File: src/inc/csf_pkg.sv
`default_nettype none
// ----------------------------------------------------------------
// Status flag register: shared constants and carriers
// ----------------------------------------------------------------
package csf_pkg;

    // Register map, byte addresses on the bus
    localparam logic [3:0] CSF_OFS_STATUS = 4'h0;
    localparam logic [3:0] CSF_OFS_BANK   = 4'h4;

    // Field positions inside the status byte
    localparam int CSF_BIT_C        = 0;
    localparam int CSF_BIT_NIB      = 1;
    localparam int CSF_BIT_Z        = 2;
    localparam int CSF_BIT_SLP      = 3;
    localparam int CSF_BIT_TO       = 4;
    localparam int CSF_BIT_BANK_LO  = 5;
    localparam int CSF_BIT_BANK_HI  = 6;
    localparam int CSF_BIT_BANK_IND = 7;

    // Bits a plain write may change (bank and ALU flags only)
    localparam logic [7:0] CSF_WR_MASK   = 8'hE7;
    // Bits an instruction flag update replaces
    localparam logic [7:0] CSF_FLAG_MASK = 8'h07;
    // Value after reset: time-out and sleep flags set, the rest clear
    localparam logic [7:0] CSF_RST_VAL   = 8'h18;

    // Core operations presented to the block
    typedef enum logic [3:0] {
        CSF_OP_NONE  = 4'b0000, // No operation
        CSF_OP_PLAIN = 4'b0001, // Write, no flags (move, bit ops, swap)
        CSF_OP_ADD   = 4'b0010, // file/literal plus W
        CSF_OP_SUB   = 4'b0011, // file/literal minus W
        CSF_OP_AND   = 4'b0100, // Logic and
        CSF_OP_IOR   = 4'b0101, // Logic or
        CSF_OP_XOR   = 4'b0110, // Logic xor
        CSF_OP_MOVE  = 4'b0111, // Move file, zero flag only
        CSF_OP_ROTL  = 4'b1000, // Rotate left through carry
        CSF_OP_ROTR  = 4'b1001, // Rotate right through carry
        CSF_OP_CLR   = 4'b1010  // File clear
    } csf_op_t;

    // One executed instruction from the core
    typedef struct packed {
        logic       valid;       // Instruction executes this cycle
        csf_op_t    op;          // Operation
        logic [7:0] opa;         // W register or plain write data
        logic [7:0] opb;         // File or literal operand
        logic       dest_status; // Result goes to the status register
    } csf_core_req_t;

    // Watchdog and sleep events, one-cycle pulses
    typedef struct packed {
        logic wdog_clear;  // Watchdog clear instruction
        logic sleep;       // Sleep instruction
        logic wdog_expire; // Watchdog timer expired
    } csf_events_t;

endpackage
`default_nettype wire

File: src/verilog/csf_status_reg.sv
// Overview of operation
// Status register accepts instruction writes like any file register.
// Status destination: ALU values override written zero/nibble/carry.
// Time-out and power-down flags ignore all instruction writes.
// File clear of status zeroes upper three bits and sets zero flag.
// Software should alter status only by bit, swap and move ops.
// Software keeps the two upper reserved bank bits cleared.
// Bank select bit picks bank 1 (80h-FFh) or bank 0 (00h-7Fh).
// Time-out set on power-up, watchdog clear or sleep; cleared on expiry.
// Power-down flag sets on power-up or watchdog clear; clears on sleep.
// Zero flag set when result is zero, cleared otherwise.
// Nibble carry set on carry out of bit 3 for add and subtract.
// Carry set on carry out of bit 7 for add and subtract.
// Subtraction adds the two's complement of the second operand.
// Rotates load carry with the bit shifted out.
// Reset: bank select 0, time-out and power-down 1.
`default_nettype none
module csf_status_reg (
    // Clock and reset
    input  wire logic                  clk,
    input  wire logic                  srst,
    // Wishbone slave
    input  wire logic                  wb_cyc_i,
    input  wire logic                  wb_stb_i,
    input  wire logic                  wb_we_i,
    input  wire logic [3:0]            wb_adr_i,
    input  wire logic [3:0]            wb_sel_i,
    input  wire logic [31:0]           wb_dat_i,
    output logic      [31:0]           wb_dat_o,
    output logic                       wb_ack_o,
    // Core instruction port
    input  wire csf_pkg::csf_core_req_t core_req,
    input  wire csf_pkg::csf_events_t   core_evt,
    input  wire logic [6:0]            dir_addr,
    // Results to the core
    output logic      [7:0]            alu_result,
    output logic                       alu_valid,
    output logic      [7:0]            status_out,
    output logic      [7:0]            data_addr
);

    // ------------------------------------------------------------
    // Storage
    // ------------------------------------------------------------

    // Status bits except time-out and sleep
    logic [7:0] status;
    // Time-out and sleep flags kept apart, no write path reaches them
    logic       watchdog_expired_flag;
    logic       sleep_entered_flag;
    logic [7:0] status_view;
    logic [7:0] next_status;

    // ALU working values
    logic [7:0] opnd_y;
    logic       carry_in;
    logic [8:0] sum9;
    logic [4:0] sum5;
    logic [7:0] result;
    logic       flag_z;
    logic       flag_dc;
    logic       flag_c;
    logic       upd_z;
    logic       upd_dc;
    logic       upd_c;

    // Bus decode
    logic       bus_req;
    logic       bus_commit;
    logic       hit_status;
    logic       hit_bank;
    logic       core_wr;
    // Operation present, flags touched, bank bit view
    logic       core_op;
    logic       flag_op;
    logic       bank_sel;

    // ------------------------------------------------------------
    // Composite view of the status byte
    // ------------------------------------------------------------

    // Merge time-out and sleep flags into their positions
    always_comb begin
        status_view = status;
        status_view[csf_pkg::CSF_BIT_TO]  = watchdog_expired_flag;
        status_view[csf_pkg::CSF_BIT_SLP] = sleep_entered_flag;
    end

    // ------------------------------------------------------------
    // Arithmetic for add and subtract
    // ------------------------------------------------------------

    // Subtract adds the inverted W plus one
    always_comb begin
        if (core_req.op == csf_pkg::CSF_OP_SUB) begin
            opnd_y   = ~core_req.opa;
            carry_in = 1'b1;
        end else begin
            opnd_y   = core_req.opa;
            carry_in = 1'b0;
        end
    end

    // Full sum and low nibble sum with carries
    assign sum9 = {1'b0, core_req.opb} + {1'b0, opnd_y}
                + {8'h00, carry_in};
    assign sum5 = {1'b0, core_req.opb[3:0]} + {1'b0, opnd_y[3:0]}
                + {4'h0, carry_in};

    // ------------------------------------------------------------
    // Result and flags per operation
    // ------------------------------------------------------------

    // Select result, new flags and which flags change
    always_comb begin
        result  = core_req.opa;
        flag_c  = status[csf_pkg::CSF_BIT_C];
        flag_dc = sum5[4];
        upd_z   = 1'b0;
        upd_dc  = 1'b0;
        upd_c   = 1'b0;
        case (core_req.op)
            csf_pkg::CSF_OP_PLAIN: begin
                result = core_req.opa;
            end
            csf_pkg::CSF_OP_ADD,
            csf_pkg::CSF_OP_SUB: begin
                result = sum9[7:0];
                flag_c = sum9[8];
                upd_z  = 1'b1;
                upd_dc = 1'b1;
                upd_c  = 1'b1;
            end
            csf_pkg::CSF_OP_AND: begin
                result = core_req.opa & core_req.opb;
                upd_z  = 1'b1;
            end
            csf_pkg::CSF_OP_IOR: begin
                result = core_req.opa | core_req.opb;
                upd_z  = 1'b1;
            end
            csf_pkg::CSF_OP_XOR: begin
                result = core_req.opa ^ core_req.opb;
                upd_z  = 1'b1;
            end
            csf_pkg::CSF_OP_MOVE: begin
                result = core_req.opb;
                upd_z  = 1'b1;
            end
            csf_pkg::CSF_OP_ROTL: begin
                result = {core_req.opb[6:0],
                          status[csf_pkg::CSF_BIT_C]};
                flag_c = core_req.opb[7];
                upd_c  = 1'b1;
            end
            csf_pkg::CSF_OP_ROTR: begin
                result = {status[csf_pkg::CSF_BIT_C],
                          core_req.opb[7:1]};
                flag_c = core_req.opb[0];
                upd_c  = 1'b1;
            end
            csf_pkg::CSF_OP_CLR: begin
                result = 8'h00;
                upd_z  = 1'b1;
            end
            default: begin
                result = core_req.opa;
            end
        endcase
    end

    // Zero flag from the result
    assign flag_z = (result == 8'h00);

    // Operation touches at least one ALU flag
    assign flag_op = upd_z | upd_dc | upd_c;

    // ------------------------------------------------------------
    // Bus decode
    // ------------------------------------------------------------

    // Request seen; commit on the cycle that carries the ack
    assign bus_req    = wb_cyc_i & wb_stb_i;
    assign bus_commit = bus_req & wb_ack_o & wb_we_i & wb_sel_i[0];
    assign hit_status = (wb_adr_i == csf_pkg::CSF_OFS_STATUS);
    assign hit_bank   = (wb_adr_i == csf_pkg::CSF_OFS_BANK);
    // Instruction that changes state this cycle
    assign core_op    = core_req.valid
                      & (core_req.op != csf_pkg::CSF_OP_NONE);
    assign core_wr    = core_op & core_req.dest_status;
    // Bank select as seen by addressing and the bus
    assign bank_sel   = status[csf_pkg::CSF_BIT_BANK_LO];

    // ------------------------------------------------------------
    // Next value of the writable bits
    // ------------------------------------------------------------

    // Core write first, flags over it, bus only when the core does not write status
    always_comb begin
        next_status = status;
        if (core_wr) begin
            // Any op may target status like a file register
            next_status = (status & ~csf_pkg::CSF_WR_MASK)
                        | (result & csf_pkg::CSF_WR_MASK);
            // Write to flags suppressed when op affects flags
            if (flag_op) begin
                next_status[csf_pkg::CSF_BIT_Z] =
                    status[csf_pkg::CSF_BIT_Z];
                next_status[csf_pkg::CSF_BIT_NIB] =
                    status[csf_pkg::CSF_BIT_NIB];
                next_status[csf_pkg::CSF_BIT_C] =
                    status[csf_pkg::CSF_BIT_C];
            end
        end else if (bus_commit & hit_status) begin
            // Bus write to the status byte
            next_status = (status & ~csf_pkg::CSF_WR_MASK)
                        | (wb_dat_i[7:0] & csf_pkg::CSF_WR_MASK);
        end else if (bus_commit & hit_bank) begin
            // Bus write to the bank alias
            next_status[csf_pkg::CSF_BIT_BANK_LO] = wb_dat_i[0];
        end
        // Affected flags take the ALU values
        if (core_req.valid) begin
            if (upd_z) begin
                next_status[csf_pkg::CSF_BIT_Z] = flag_z;
            end
            if (upd_dc) begin
                next_status[csf_pkg::CSF_BIT_NIB] = flag_dc;
            end
            if (upd_c) begin
                next_status[csf_pkg::CSF_BIT_C] = flag_c;
            end
        end
        // Time-out and sleep flags never written here
        next_status[csf_pkg::CSF_BIT_TO]  = 1'b0;
        next_status[csf_pkg::CSF_BIT_SLP] = 1'b0;
    end

    // ------------------------------------------------------------
    // Status storage
    // ------------------------------------------------------------

    // Bank, reserved and ALU flag bits
    always_ff @(posedge clk) begin
        if (srst) begin
            status <= csf_pkg::CSF_RST_VAL
                    & csf_pkg::CSF_WR_MASK;
        end else begin
            status <= next_status;
        end
    end

    // ------------------------------------------------------------
    // Time-out and sleep flags
    // ------------------------------------------------------------

    // Time-out flag: set by clear or sleep, expiry wins
    always_ff @(posedge clk) begin
        if (srst) begin
            watchdog_expired_flag <= 1'b1;
        end else if (core_evt.wdog_expire) begin
            watchdog_expired_flag <= 1'b0;
        end else if (core_evt.wdog_clear | core_evt.sleep) begin
            watchdog_expired_flag <= 1'b1;
        end
    end

    // Power-down flag: cleared by sleep, set by watchdog clear
    always_ff @(posedge clk) begin
        if (srst) begin
            sleep_entered_flag <= 1'b1;
        end else if (core_evt.sleep) begin
            sleep_entered_flag <= 1'b0;
        end else if (core_evt.wdog_clear) begin
            sleep_entered_flag <= 1'b1;
        end
    end

    // ------------------------------------------------------------
    // Wishbone slave
    // ------------------------------------------------------------

    // Ack one cycle after the request, dropped the cycle after
    always_ff @(posedge clk) begin
        if (srst) begin
            wb_ack_o <= 1'b0;
        end else begin
            wb_ack_o <= bus_req & ~wb_ack_o;
        end
    end

    // Read data captured with the ack, unmapped reads zero
    always_ff @(posedge clk) begin
        if (srst) begin
            wb_dat_o <= 32'h0000_0000;
        end else if (bus_req & ~wb_ack_o) begin
            if (hit_status) begin
                wb_dat_o <= {24'h00_0000, status_view};
            end else if (hit_bank) begin
                wb_dat_o <= {31'h0000_0000,
                             bank_sel};
            end else begin
                wb_dat_o <= 32'h0000_0000;
            end
        end
    end

    // ------------------------------------------------------------
    // Outputs to the core
    // ------------------------------------------------------------

    // Registered ALU result and its strobe
    always_ff @(posedge clk) begin
        if (srst) begin
            alu_result <= 8'h00;
            alu_valid  <= 1'b0;
        end else begin
            alu_result <= result;
            // Strobe for any real operation
            alu_valid  <= core_op;
        end
    end

    // Registered status copy
    always_ff @(posedge clk) begin
        if (srst) begin
            status_out <= csf_pkg::CSF_RST_VAL;
        end else begin
            status_out <= status_view;
        end
    end

    // Direct address: bank bit above the 7-bit offset
    always_ff @(posedge clk) begin
        if (srst) begin
            data_addr <= 8'h00;
        end else begin
            data_addr <= {bank_sel,
                          dir_addr};
        end
    end

endmodule
`default_nettype wire

File: config.mk
export PLATFORM = sky130hd
export DESIGN_NAME = csf_status_reg
export DESIGN_NICKNAME = d
export VERILOG_FILES = /design/src/inc/csf_pkg.sv /design/src/verilog/csf_status_reg.sv
export SDC_FILE = /design/constraint.sdc
export NUM_CORES = 1
export LEC_CHECK = 0
export BUFFER_PORTS_ARGS = -buffer_cell sky130_fd_sc_hd__buf_4
export CAP_MARGIN = 15
export CORE_MARGIN = 2
export CORE_UTILIZATION = 40
export DETAILED_ROUTE_END_ITERATION = 12
export PLACE_DENSITY = 0.74
export SETUP_SLACK_MARGIN = 0.2
export SYNTH_ARGS = -nofsm -noshare
export SYNTH_HDL_FRONTEND = slang
export SYNTH_SLANG_ARGS = --single-unit
File: constraint.sdc
create_clock -name clk -period 9.4 [get_ports clk]
set_clock_uncertainty 0.2 [all_clocks]
set_input_delay 1.41 -clock clk [delete_from_list [all_inputs] [get_ports clk]]
set_output_delay 1.41 -clock clk [all_outputs]
set_load 0.01 [all_outputs]
==> results.rst, run 1 <==
.. list-table::
   :header-rows: 1

   * - Metric
     - Value
   * - Most used flip-flop cell after synthesis
     - sky130_fd_sc_hd__dfxtp_1
   * - Arrival time reported for the critical path endpoint
     - about 4.6 ns
   * - Combinational family with the most area after synthesis
     - compound AO/OA/AOI/OAI gates
   * - Final routed DRC violation total
     - 0
   * - Hold/Removal Path Class
     - register to register
   * - Number of max-capacitance violations reported
     - 0
   * - Width of the die
     - 89.9 µm
   * - Highest attainable clock frequency
     - between 200 and 250 MHz
   * - Total standard cell area after synthesis
     - 2950 µm²
   * - Layout net count
     - 531
   * - Reg-to-reg critical path startpoint
     - wb_ack_o$_SDFF_PP0_
   * - Relative slew slack
     - 52.3%
   * - Total global-route track usage
     - around 19%
   * - Hold WS
     - slightly below 0.3 ns
   * - Pwr Density
     - about 130 nW/µm²
   * - Vert. Die Dim
     - 89.9 µm
   * - Buffers on Ports
     - 81
   * - Post-synth ARST share
     - 0%
   * - Clock tree from TritonCTS
     - built
   * - Area of the die
     - 8090 µm²
   * - Proportion of synthesized area in mux cells
     - around 5%
   * - Final instance area
     - 3640 µm²
   * - Library cell contributing the largest single delay on the critical path
     - sky130_fd_sc_hd__o32ai_1
   * - Accumulated negative setup slack
     - 0 ns
   * - Data required time at the worst endpoint
     - between 9 and 10 ns
   * - Number of antenna violations at the first check in global routing
     - 0
   * - Area leader, netlist
     - sky130_fd_sc_hd__dfxtp_1
   * - Arithmetic-cell share of the synthesized area counting full adders, half adders and majority gates
     - 11.7%
   * - Library cell used as clock root buffer
     - sky130_fd_sc_hd__clkbuf_8
   * - Final hold violation count
     - 0
   * - Count of TritonRoute iterations in the first routing pass
     - 5
   * - Vias
     - 2,753
   * - Starting density of the core
     - around two fifths
   * - Post-DP Area
     - 3520 µm²
   * - #FFs+latches synth
     - 41
   * - Worst voltage drop across the vdd grid
     - approximately 61 µV
   * - Number of synthesis warnings
     - 0
   * - Number of global-route vias before repair
     - about 2,500
   * - Number of pins with negative max-slew slack in the final report
     - 0
   * - Type of the worst setup path
     - input port to register
   * - Ranking of synthesized cells by area
     - sky130_fd_sc_hd__dfxtp_1 (28%), sky130_fd_sc_hd__ha_1 (11%), sky130_fd_sc_hd__buf_4 (6.4%)
   * - Clock latency of the later-clocked register in the worst-skew pair
     - 0.29 ns
   * - Antenna-violating nets left
     - 0
   * - Total setup buffers inserted after CTS
     - 0
   * - Row Count
     - 31
   * - Core area
     - ~7200 µm²
   * - Number of inserted diodes
     - 0
   * - CTS Buffer Depth
     - 2
   * - Share of synthesized cell area in and, or, nand and nor gates
     - between 10% and 20%
   * - Type of destination of the critical path
     - register
   * - Hold buffers post-CTS
     - 0
   * - RSZ-0062 raised after global routing
     - no
   * - GP Congestion
     - 0.908
   * - GRT Residual Overflow
     - 0
   * - CP top delay family
     - compound AO/OA/AOI/OAI gates
   * - Result of the run
     - finished, final reports clean
   * - Proportion of synthesized chip area in sequential cells
     - 27.8%
   * - Ratio of cells with drive above 1 in the final layout
     - 23.6%
   * - Routed length per placed instance
     - between 10 and 15 µm
   * - Final count of negative-setup-slack endpoints
     - 0
   * - Number of H-tree levels
     - 2
   * - TritonCTS sink count
     - 41
   * - Final Routed Wirelength
     - 7590 µm
   * - Buf+Inv Stages, Crit Path
     - 3
   * - Min cycle time layout
     - 4.66 ns
   * - Worst-margin pin slew
     - 0.710 ns
   * - Clock transition at the register clock pins on the worst setup and hold paths after CTS
     - 0.07 ns
   * - Vias per cell
     - 5.22
   * - Number of enable flip-flop cells after synthesis
     - 0
   * - Final critical-path share of the clock period
     - 49.6%
   * - Relative area change from synthesis to final layout
     - 23.1%
   * - Startpoint type of the worst setup path
     - input port
   * - Top library cells by usage in the layout, fill and taps aside
     - sky130_fd_sc_hd__buf_4 (82), sky130_fd_sc_hd__dfxtp_1 (41), sky130_fd_sc_hd__nor2_1 (35)
   * - Hold Crit Start
     - status[7]$_SDFFE_PP0P_
   * - Mean Syn Cell Area
     - 8.25 µm²
   * - Proportion of netlist area held by the largest area contributor
     - roughly 28%
   * - Area fraction in compound gates after synthesis
     - 20.8%
   * - Beginning of the critical path
     - core_req[17]
   * - Most common cell after layout, fill and taps aside
     - sky130_fd_sc_hd__buf_4
   * - Max stage delay on crit path
     - roughly 0.45 ns
   * - Number of design-rule violations left by the first detailed-router iteration
     - 198
   * - Leakage power summed over all cells
     - 0.00173 µW
   * - Fraction of synthesized cell area in xor and xnor cells
     - 4.15%
   * - TritonCTS Buffers
     - 5
   * - Top cell by count, worst path
     - sky130_fd_sc_hd__buf_4
   * - Estimated wirelength of the detail-placed design
     - roughly 5800 µm
   * - Number of instances in the synthesized netlist
     - 358
   * - Largest fanout on the critical path
     - 31
   * - Distinct cell type count after synthesis
     - 57
   * - First-pass GRT wire length
     - 12,500 µm
   * - Worst path cell trace
     - buf_4 > nor4bb_2 > buf_4 > xnor2_1 > inv_1 > fa_1 > nand2b_1 > a21oi_1 > a31oi_1 > xor2_1 > nor2_1 > o32ai_1 > a211oi_1
   * - Top-level I/O count
     - 135
   * - Pin count of the biggest net entering global routing
     - 38
   * - Number of cells upsized or downsized after cts
     - 0
-- per-stage QoR --
| stage | total power (µW) | utilization, % | instances | setup slack, ns |
|---|---|---|---|---|
| after global routing | 485 | 50.4 | 527 | 4.51 |
| after global placement | 316 | 48.8 | 519 | 4.59 |
| after CTS | 464 | 50.4 | 527 | 4.78 |
| after floorplan | 277 | - | 381 | 5.41 |
| final | 461 | 50.4 | 527 | 4.74 |
| after detailed placement | 320 | 48.8 | 519 | 4.46 |
-- cell usage after synthesis (5+ instances only) --
| cell type | instances |
|---|---|
| sky130_fd_sc_hd__dfxtp_1 | 41 |
| sky130_fd_sc_hd__and3_1 | 5 |
| sky130_fd_sc_hd__nand3_1 | 5 |
| sky130_fd_sc_hd__nor3_1 | 10 |
| sky130_fd_sc_hd__buf_2 | 9 |
| sky130_fd_sc_hd__inv_1 | 21 |
| sky130_fd_sc_hd__o21ai_0 | 20 |
| sky130_fd_sc_hd__ha_1 | 26 |
| sky130_fd_sc_hd__mux2i_1 | 10 |
| sky130_fd_sc_hd__nor2_1 | 35 |
| sky130_fd_sc_hd__clkbuf_1 | 7 |
| sky130_fd_sc_hd__a21o_1 | 8 |
| sky130_fd_sc_hd__a21oi_1 | 17 |
| sky130_fd_sc_hd__a22oi_1 | 7 |
| sky130_fd_sc_hd__nor2b_1 | 16 |
| sky130_fd_sc_hd__buf_4 | 25 |
| sky130_fd_sc_hd__xnor2_1 | 10 |
| sky130_fd_sc_hd__nand2_1 | 14 |
-- cells by family after synthesis --
logic type | Yosys count
flip-flops | 41
XOR/XNOR | 14
buffers and inverters | 65
AND/OR/NAND/NOR | 106
AO/OA/AOI/OAI | 90
adder cells (fa/ha/maj) | 27
multiplexers | 14
other | 1
-- power breakdown --
part | internal, µW | switching (µW) | leakage (µW)
clock network | 86.5 | 57.1 | 0.0000585
registers | 183 | 4.24 | 0.000337
logic | 58.1 | 71.9 | 0.00133
total | 328 | 133 | 0.00173
-- layer usage --
metal | vias up | track usage, % | share of wire (%)
met5 | - | 0 | 0
met4 | 0 | 5.00 | 0.74
met3 | 5 | 3.69 | 7.2
met2 | 118 | 31.0 | 46
met1 | 1282 | 24.6 | 46
li1 | 1348 | - | -
-- layout make-up --
class | count | area (µm²)
clock buffers | 7 | 86.3
repair buffers | 82 | 616
flip-flops and latches | 41 | 821
multi-input cells | 275 | 1880
inverters | 22 | 82.6
fillers | 710 | 3580
clock inverters | 1 | 30.0
well taps | 99 | 124
-- flip-flops by register name, summed over array words and instances, names as in the netlist --
| register | cells |
|---|---|
| wb_ack_o | 1 |
| status | 6 |
| alu_valid | 1 |
| sleep_entered_flag | 1 |
| wb_dat_o | 8 |
| status_out | 8 |
| watchdog_expired_flag | 1 |
| data_addr | 7 |
| alu_result | 8 |
-- worst paths after layout --
path	to	slack [ns]	cells past startpoint
max	status[6]$_SDFFE_PP0P_	4.74	13
min	status_out[7]$_SDFF_PP0_	0.29	1
max reg2reg	wb_dat_o[4]$_SDFFE_PP0P_	7.51	4
min reg2reg	status_out[7]$_SDFF_PP0_	0.29	1
Power figures use the tool's default switching activity.
==> inputs of run 2 (changes only) <==
Settings changed: PLACE_DENSITY 0.74 to 0.77.
Clock period 9.4 ns to 3.9 ns, I/O delays scaled along.
==> run 2 against run 1 <==
Via count grew 1.2%. Combinational power grew 150%. Largest power group unchanged. Sequential share of layout area shrank 0.15 points. Core utilization grew 0.35 points. Largest cell class unchanged. Global-route usage is essentially flat. Setup slack lost 4.2 ns. First-iteration DRC count shrank 1.0%. Non-clock buffer count grew 6. Hold slack lost 0.012 ns.
==> results.rst, run 2 (synthesized netlist as in run 1, its figures left out) <==
.. list-table::
   :header-rows: 1

   * - Metric
     - Value
   * - First-pass GRT wire length
     - around 13,000 µm
   * - Final hold violation count
     - 0
   * - Number of pins with negative max-slew slack in the final report
     - 0
   * - Number of antenna violations at the first check in global routing
     - 0
   * - Fraction of the core area covered by cells at the end of the flow
     - 50.7%
   * - Buffers on Ports
     - 81
   * - Number of H-tree levels
     - 2
   * - Top library cells by usage in the layout, fill and taps aside
     - sky130_fd_sc_hd__buf_4 (88), sky130_fd_sc_hd__dfxtp_1 (41), sky130_fd_sc_hd__nor2_1 (35)
   * - Width of the die
     - 89.9 µm
   * - Number of max-capacitance violations reported
     - 0
   * - Vias per cell
     - 5.23
   * - Largest registers
     - alu_result x8, status_out x8, wb_dat_o x8
   * - Routed length per placed instance
     - 14.3 µm
   * - Final routed DRC violation total
     - 0
   * - Proportion of total power due to net switching
     - between 30 and 40%
   * - Largest fanout on the critical path
     - 3
   * - Final Routed Wirelength
     - about 7600 µm
   * - Total global-route track usage
     - between 10% and 20%
   * - Hold buffers post-CTS
     - 0
   * - Final count of negative-setup-slack endpoints
     - 0
   * - Estimated wirelength of the detail-placed design
     - 5830 µm
   * - Vias
     - 2,785
   * - Result of the run
     - finished, final reports clean
   * - Number of global-route vias before repair
     - ~2,700
   * - GRT Residual Overflow
     - 0
   * - Min cycle time layout
     - 3.33 ns
   * - Ratio of cells with drive above 1 in the final layout
     - 24.9%
   * - Top-level I/O count
     - 135
   * - Relative slew slack
     - 48.4%
   * - Worst-margin pin slew
     - 0.768 ns
   * - Accumulated negative setup slack
     - 0 ns
   * - Type of the worst setup path
     - input port to register
   * - Clock transition at the register clock pins on the worst setup and hold paths after CTS
     - 0.08 ns
   * - Area of the die
     - a little over 8000 µm²
   * - Clock tree from TritonCTS
     - built
   * - Library cell used as clock root buffer
     - sky130_fd_sc_hd__clkbuf_8
   * - Power dissipated by switching net loads
     - 322 µW
   * - Hold/Removal Path Class
     - register to register
   * - Vert. Die Dim
     - between 80 and 90 µm
   * - Clock latency of the later-clocked register in the worst-skew pair
     - 0.29 ns
   * - Highest attainable clock frequency
     - 300 MHz
   * - Total setup buffers inserted after CTS
     - 0
   * - Most common cell after layout, fill and taps aside
     - sky130_fd_sc_hd__buf_4
   * - Worst voltage drop across the vdd grid
     - 128 µV
   * - Antenna-violating nets left
     - 0
   * - RSZ-0062 raised after global routing
     - no
   * - Core area
     - between 7000 and 8000 µm²
   * - CTS Buffer Depth
     - 2
   * - Fraction of power consumed by the clock network
     - a little over a quarter
   * - Final critical-path share of the clock period
     - 85.4%
   * - Pwr Density
     - 287 nW/µm²
   * - Type of destination of the critical path
     - register
   * - Leakage power summed over all cells
     - approximately 0.0017 µW
   * - Starting density of the core
     - 40.9%
   * - Sequential cell fraction of total power
     - 42.9%
   * - Relative area change from synthesis to final layout
     - 23.9%
   * - TritonCTS sink count
     - 41
   * - TritonCTS Buffers
     - 5
   * - GP Congestion
     - 0.895
   * - Arrival time reported for the critical path endpoint
     - around 3.3 ns
   * - P_int
     - about 730 µW
   * - Row Count
     - 31
   * - Startpoint type of the worst setup path
     - input port
   * - Share of power burned in combinational logic
     - 30.4%
   * - Count of TritonRoute iterations in the first routing pass
     - 4
   * - Layout net count
     - between 500 and 600
   * - Number of inserted diodes
     - 0
   * - Number of cells upsized or downsized after cts
     - 0
   * - Data required time at the worst endpoint
     - between 3 and 4 ns
   * - Pin count of the biggest net entering global routing
     - 38
   * - Number of design-rule violations left by the first detailed-router iteration
     - just under 200
==> run 2: cell types whose count changed in the layout (fill, tap and decap cells not counted) <==
cell | previous run | this run
sky130_fd_sc_hd__clkinv_2 | 0 | 1
sky130_fd_sc_hd__buf_4 | 82 | 88
sky130_fd_sc_hd__bufinv_16 | 1 | 0
sky130_fd_sc_hd__clkbuf_1 | 1 | 0
sky130_fd_sc_hd__clkinv_4 | 0 | 1
==> run 2: worst paths after layout <==
| kind | slack, ns | startpoint | cells past startpoint | end |
|---|---|---|---|---|
| worst max-delay path | 0.57 | core_req[20] | 12 | status[2]$_SDFF_PP0_ |
| worst min-delay path | 0.28 | status[6]$_SDFFE_PP0P_ | 1 | status_out[6]$_SDFF_PP0_ |
| worst max register to register | 1.98 | wb_ack_o$_SDFF_PP0_ | 4 | wb_dat_o[1]$_SDFFE_PP0P_ |
| worst min register to register | 0.28 | status[6]$_SDFFE_PP0P_ | 1 | status_out[6]$_SDFF_PP0_ |
==> run 2: through the flow <==
step / power, µW / setup WS [ns] / instances / hold WS [ns] / cell area, µm²
6_report: 1050 / 0.571 / 533 / 0.281 / 3660
2_1_floorplan: 668 / 0.733 / 381 / 0.242 / 3040
3_3_place_gp: 767 / 0.328 / 525 / 0.260 / 3560
4_1_cts: 1060 / 0.601 / 533 / 0.283 / 3660
5_1_grt: 1110 / 0.356 / 533 / 0.292 / 3660
3_5_place_dp: 776 / 0.301 / 525 / 0.272 / 3560
==> run 2: power groups by stage <==
stage | sequential (µW) | combinational, µW | clock [µW]
2_1_floorplan | 467 | 201 | 0
3_3_place_gp | 461 | 307 | 0
3_5_place_dp | 461 | 315 | 0
4_1_cts | 451 | 316 | 290
5_1_grt | 454 | 352 | 303
6_report | 451 | 320 | 281
==> run 2: layout make-up <==
type / instances / area (µm²)
Clock buffer: 6 / 82.6
Clock inverter: 2 / 13.8
Fill cell: 681 / 3550
Inverter: 22 / 82.6
Multi-Input combinational cell: 275 / 1880
Sequential cell: 41 / 821
Tap cell: 99 / 124
Timing Repair Buffer: 88 / 661
==> run 2: critical path: stages <==
cell and delay [ns]:
sky130_fd_sc_hd__buf_4 0.11, sky130_fd_sc_hd__nor4bb_2 0.41, sky130_fd_sc_hd__xnor2_1 0.21, sky130_fd_sc_hd__inv_1 0.09
sky130_fd_sc_hd__fa_1 0.44, sky130_fd_sc_hd__nand2b_1 0.16, sky130_fd_sc_hd__a21oi_1 0.28, sky130_fd_sc_hd__xnor2_1 0.12
sky130_fd_sc_hd__o221ai_1 0.18, sky130_fd_sc_hd__o21ai_0 0.20, sky130_fd_sc_hd__and4_1 0.29, sky130_fd_sc_hd__a41o_1 0.23
==> run 2: routing by layer <==
metal / share of wire [%] / GRT usage, %
met3: 7.7 / 3.52
met1: 44 / 23.8
met4: 1.9 / 7.05
met5: 0 / 0
met2: 46 / 31.1
==> inputs of run 3 (changes only) <==
Clock period 3.9 ns to 2.9 ns, I/O delays scaled along.
==> run 3 against run 2 <==
Die area unchanged. Via count up 2.3%. Non-clock buffer count up 22. Count of clock-buffer cells in the layout up 1. Critical path depth rose by 1. Routed wire length up 2.0%. Core utilization rose by 4.5 points. Hold slack worse by 0.15 ns. Sequential power up 35%. Critical endpoint unchanged. Largest cell class unchanged.
==> results.rst, run 3 (synthesized netlist as in run 1, its figures left out) <==
.. list-table::
   :header-rows: 1

   * - Metric
     - Value
   * - Clock transition at the register clock pins on the worst setup and hold paths after CTS
     - 0.08 ns
   * - Fraction of the core area covered by cells at the end of the flow
     - between 50% and 60%
   * - Highest attainable clock frequency
     - 351 MHz
   * - RSZ-0062 raised after global routing
     - yes
   * - Number of global-route vias before repair
     - 2,765
   * - Ratio of cells with drive above 1 in the final layout
     - 32.0%
   * - Buffers on Ports
     - 81
   * - Vias per cell
     - roughly 5.1
   * - Post-Route M1 WL
     - 3370 µm
   * - Estimated wirelength of the detail-placed design
     - 6010 µm
   * - Number of placed instances, taps included
     - 545
   * - Final hold violation count
     - 0
   * - Number of design-rule violations left by the first detailed-router iteration
     - 146
   * - Pin count of the biggest net entering global routing
     - 38
   * - Library cell used as clock root buffer
     - sky130_fd_sc_hd__clkbuf_8
   * - Met2 WL
     - between 3000 and 4000 µm
   * - Number of inserted diodes
     - 0
   * - Startpoint type of the worst setup path
     - input port
   * - Final critical-path share of the clock period
     - 98.2%
   * - Hold depth
     - 2
   * - Count of TritonRoute iterations in the first routing pass
     - 4
   * - Largest fanout on the critical path
     - 8
   * - Row Count
     - 31
   * - Antenna-violating nets left
     - 0
   * - TritonCTS Buffers
     - 5
   * - Register-to-register setup slack
     - between 1 and 1.5 ns
   * - Leakage power summed over all cells
     - 0.00192 µW
   * - Number of H-tree levels
     - 2
   * - TritonCTS sink count
     - 41
   * - Number of antenna violations at the first check in global routing
     - 0
   * - Hold/Removal Path Class
     - input port to register
   * - Type of destination of the critical path
     - register
   * - Clock tree from TritonCTS
     - built
   * - Worst reg2reg path endpoint
     - status[2]$_SDFF_PP0_
   * - Final Routed Wirelength
     - 7790 µm
   * - Vert. Die Dim
     - around 90 µm
   * - Starting density of the core
     - just over 40%
   * - Core area
     - 7210 µm²
   * - Number of max-capacitance violations reported
     - 0
   * - Result of the run
     - finished, final reports clean
   * - Beginning of the critical path
     - core_req[19]
   * - Min cycle time layout
     - 2.85 ns
   * - FF-to-FF path depth
     - 6
   * - Vias
     - 2,849
   * - Clock latency of the later-clocked register in the worst-skew pair
     - 0.29 ns
   * - Post-DP Area
     - 3740 µm²
   * - Type of the worst setup path
     - input port to register
   * - Arrival time reported for the critical path endpoint
     - about 2.8 ns
   * - GP Congestion
     - 0.811
   * - Largest registers
     - alu_result x8, status_out x8, wb_dat_o x8
   * - Data required time at the worst endpoint
     - 2.89 ns
   * - Highest signal layer in the routed design
     - met4
   * - Top library cells by usage in the layout, fill and taps aside
     - sky130_fd_sc_hd__buf_4 (107), sky130_fd_sc_hd__dfxtp_1 (41), sky130_fd_sc_hd__nor2_1 (34)
   * - Total global-route track usage
     - 19.2%
   * - Pwr Density
     - 396 nW/µm²
   * - First-pass GRT wire length
     - 13,000 µm
   * - Routed wire length on met3
     - around 630 µm
   * - Final count of negative-setup-slack endpoints
     - 0
   * - Top-level I/O count
     - 135
   * - Final routed DRC violation total
     - 0
   * - Reg-to-reg critical path startpoint
     - status[0]$_SDFFE_PP0P_
   * - Worst voltage drop across the vdd grid
     - 191 µV
   * - End of the critical path
     - status[2]$_SDFF_PP0_
   * - Area of the die
     - 8090 µm²
   * - Routed length per placed instance
     - between 10 and 15 µm
   * - Width of the die
     - 89.9 µm
   * - Layout net count
     - between 500 and 600
   * - Most common cell after layout, fill and taps aside
     - sky130_fd_sc_hd__buf_4
   * - Final instance area
     - ~4000 µm²
   * - Relative area change from synthesis to final layout
     - 35.0%
   * - CTS Buffer Depth
     - 2
   * - Number of pins with negative max-slew slack in the final report
     - 0
   * - Post-route insts no fill
     - 555
   * - GRT Residual Overflow
     - 0
   * - Hold buffers post-CTS
     - 0
## run 3: changes by cell type in the layout (fill, tap and decap cells not counted), sizes merged
cell    before  now
bufinv       0    1
clkinv       3    1
buf         88  110
clkbuf       6    7
## run 3: worst min path at each step
| stage | start | end | slack, ns |
|---|---|---|---|
| 2_1_floorplan | sleep_entered_flag$_SDFFE_PP1P_ | status_out[3]$_SDFF_PP1_ | 0.24 |
| 3_3_place_gp | watchdog_expired_flag$_SDFFE_PP1P_ | status_out[4]$_SDFF_PP1_ | 0.27 |
| 3_5_place_dp | watchdog_expired_flag$_SDFFE_PP1P_ | status_out[4]$_SDFF_PP1_ | 0.27 |
| 4_1_cts | core_evt[0] | watchdog_expired_flag$_SDFFE_PP1P_ | 0.13 |
| 5_1_grt | core_evt[0] | watchdog_expired_flag$_SDFFE_PP1P_ | 0.13 |
| 6_report | core_evt[0] | watchdog_expired_flag$_SDFFE_PP1P_ | 0.13 |
## run 3: final cells by class
class | count | area, µm²
fillers | 674 | 3230
multi-input cells | 275 | 2010
repair buffers | 110 | 837
flip-flops and latches | 41 | 821
well taps | 99 | 124
clock buffers | 7 | 86.3
inverters | 22 | 82.6
clock inverters | 1 | 30.0
## run 3: timing repair
item                       4_1_cts  5_1_grt
pin swaps                       17        9
buffers inserted                 2        0
hold endpoints to repair         0        0
gates cloned                     0        0
setup endpoints to repair       10       11
gates resized for setup         15        6
## run 3: routing by layer
metal / track usage [%] / up-vias
li1: - / 1406
met1: 23.9 / 1282
met2: 33.1 / 147
met3: 3.35 / 14
met4: 7.31 / 0
met5: 0 / -
## run 3: stage by stage
stage	power [µW]	worst slack, ns	hold slack (ns)	TNS (ns)
floorplan	905	0.0184	0.242	0
global placement	1080	-0.339	0.266	-2.36
detailed placement	1090	-0.353	0.271	-2.56
CTS	1570	0.0571	0.129	0
global route	1660	-0.0571	0.128	-0.117
finish	1580	0.0533	0.131	0
## run 3: worst max-delay path, stage by stage
cell,delay (ns)
sky130_fd_sc_hd__buf_6,0.10
sky130_fd_sc_hd__nor4bb_4,0.29
sky130_fd_sc_hd__buf_6,0.20
sky130_fd_sc_hd__xnor2_4,0.13
sky130_fd_sc_hd__inv_2,0.05
sky130_fd_sc_hd__fa_2,0.37
sky130_fd_sc_hd__nand2b_4,0.16
sky130_fd_sc_hd__a21oi_4,0.22
sky130_fd_sc_hd__xnor2_1,0.10
sky130_fd_sc_hd__o221ai_1,0.16
sky130_fd_sc_hd__o21ai_1,0.13
sky130_fd_sc_hd__and4_1,0.25
sky130_fd_sc_hd__a41o_1,0.24
## run 3: report_power, final
part           switching, µW  leakage [µW]  internal, µW  total (µW)
clock                    183     0.0000585           280         463
combinational            259       0.00152           253         511
sequential              13.6      0.000337           593         607
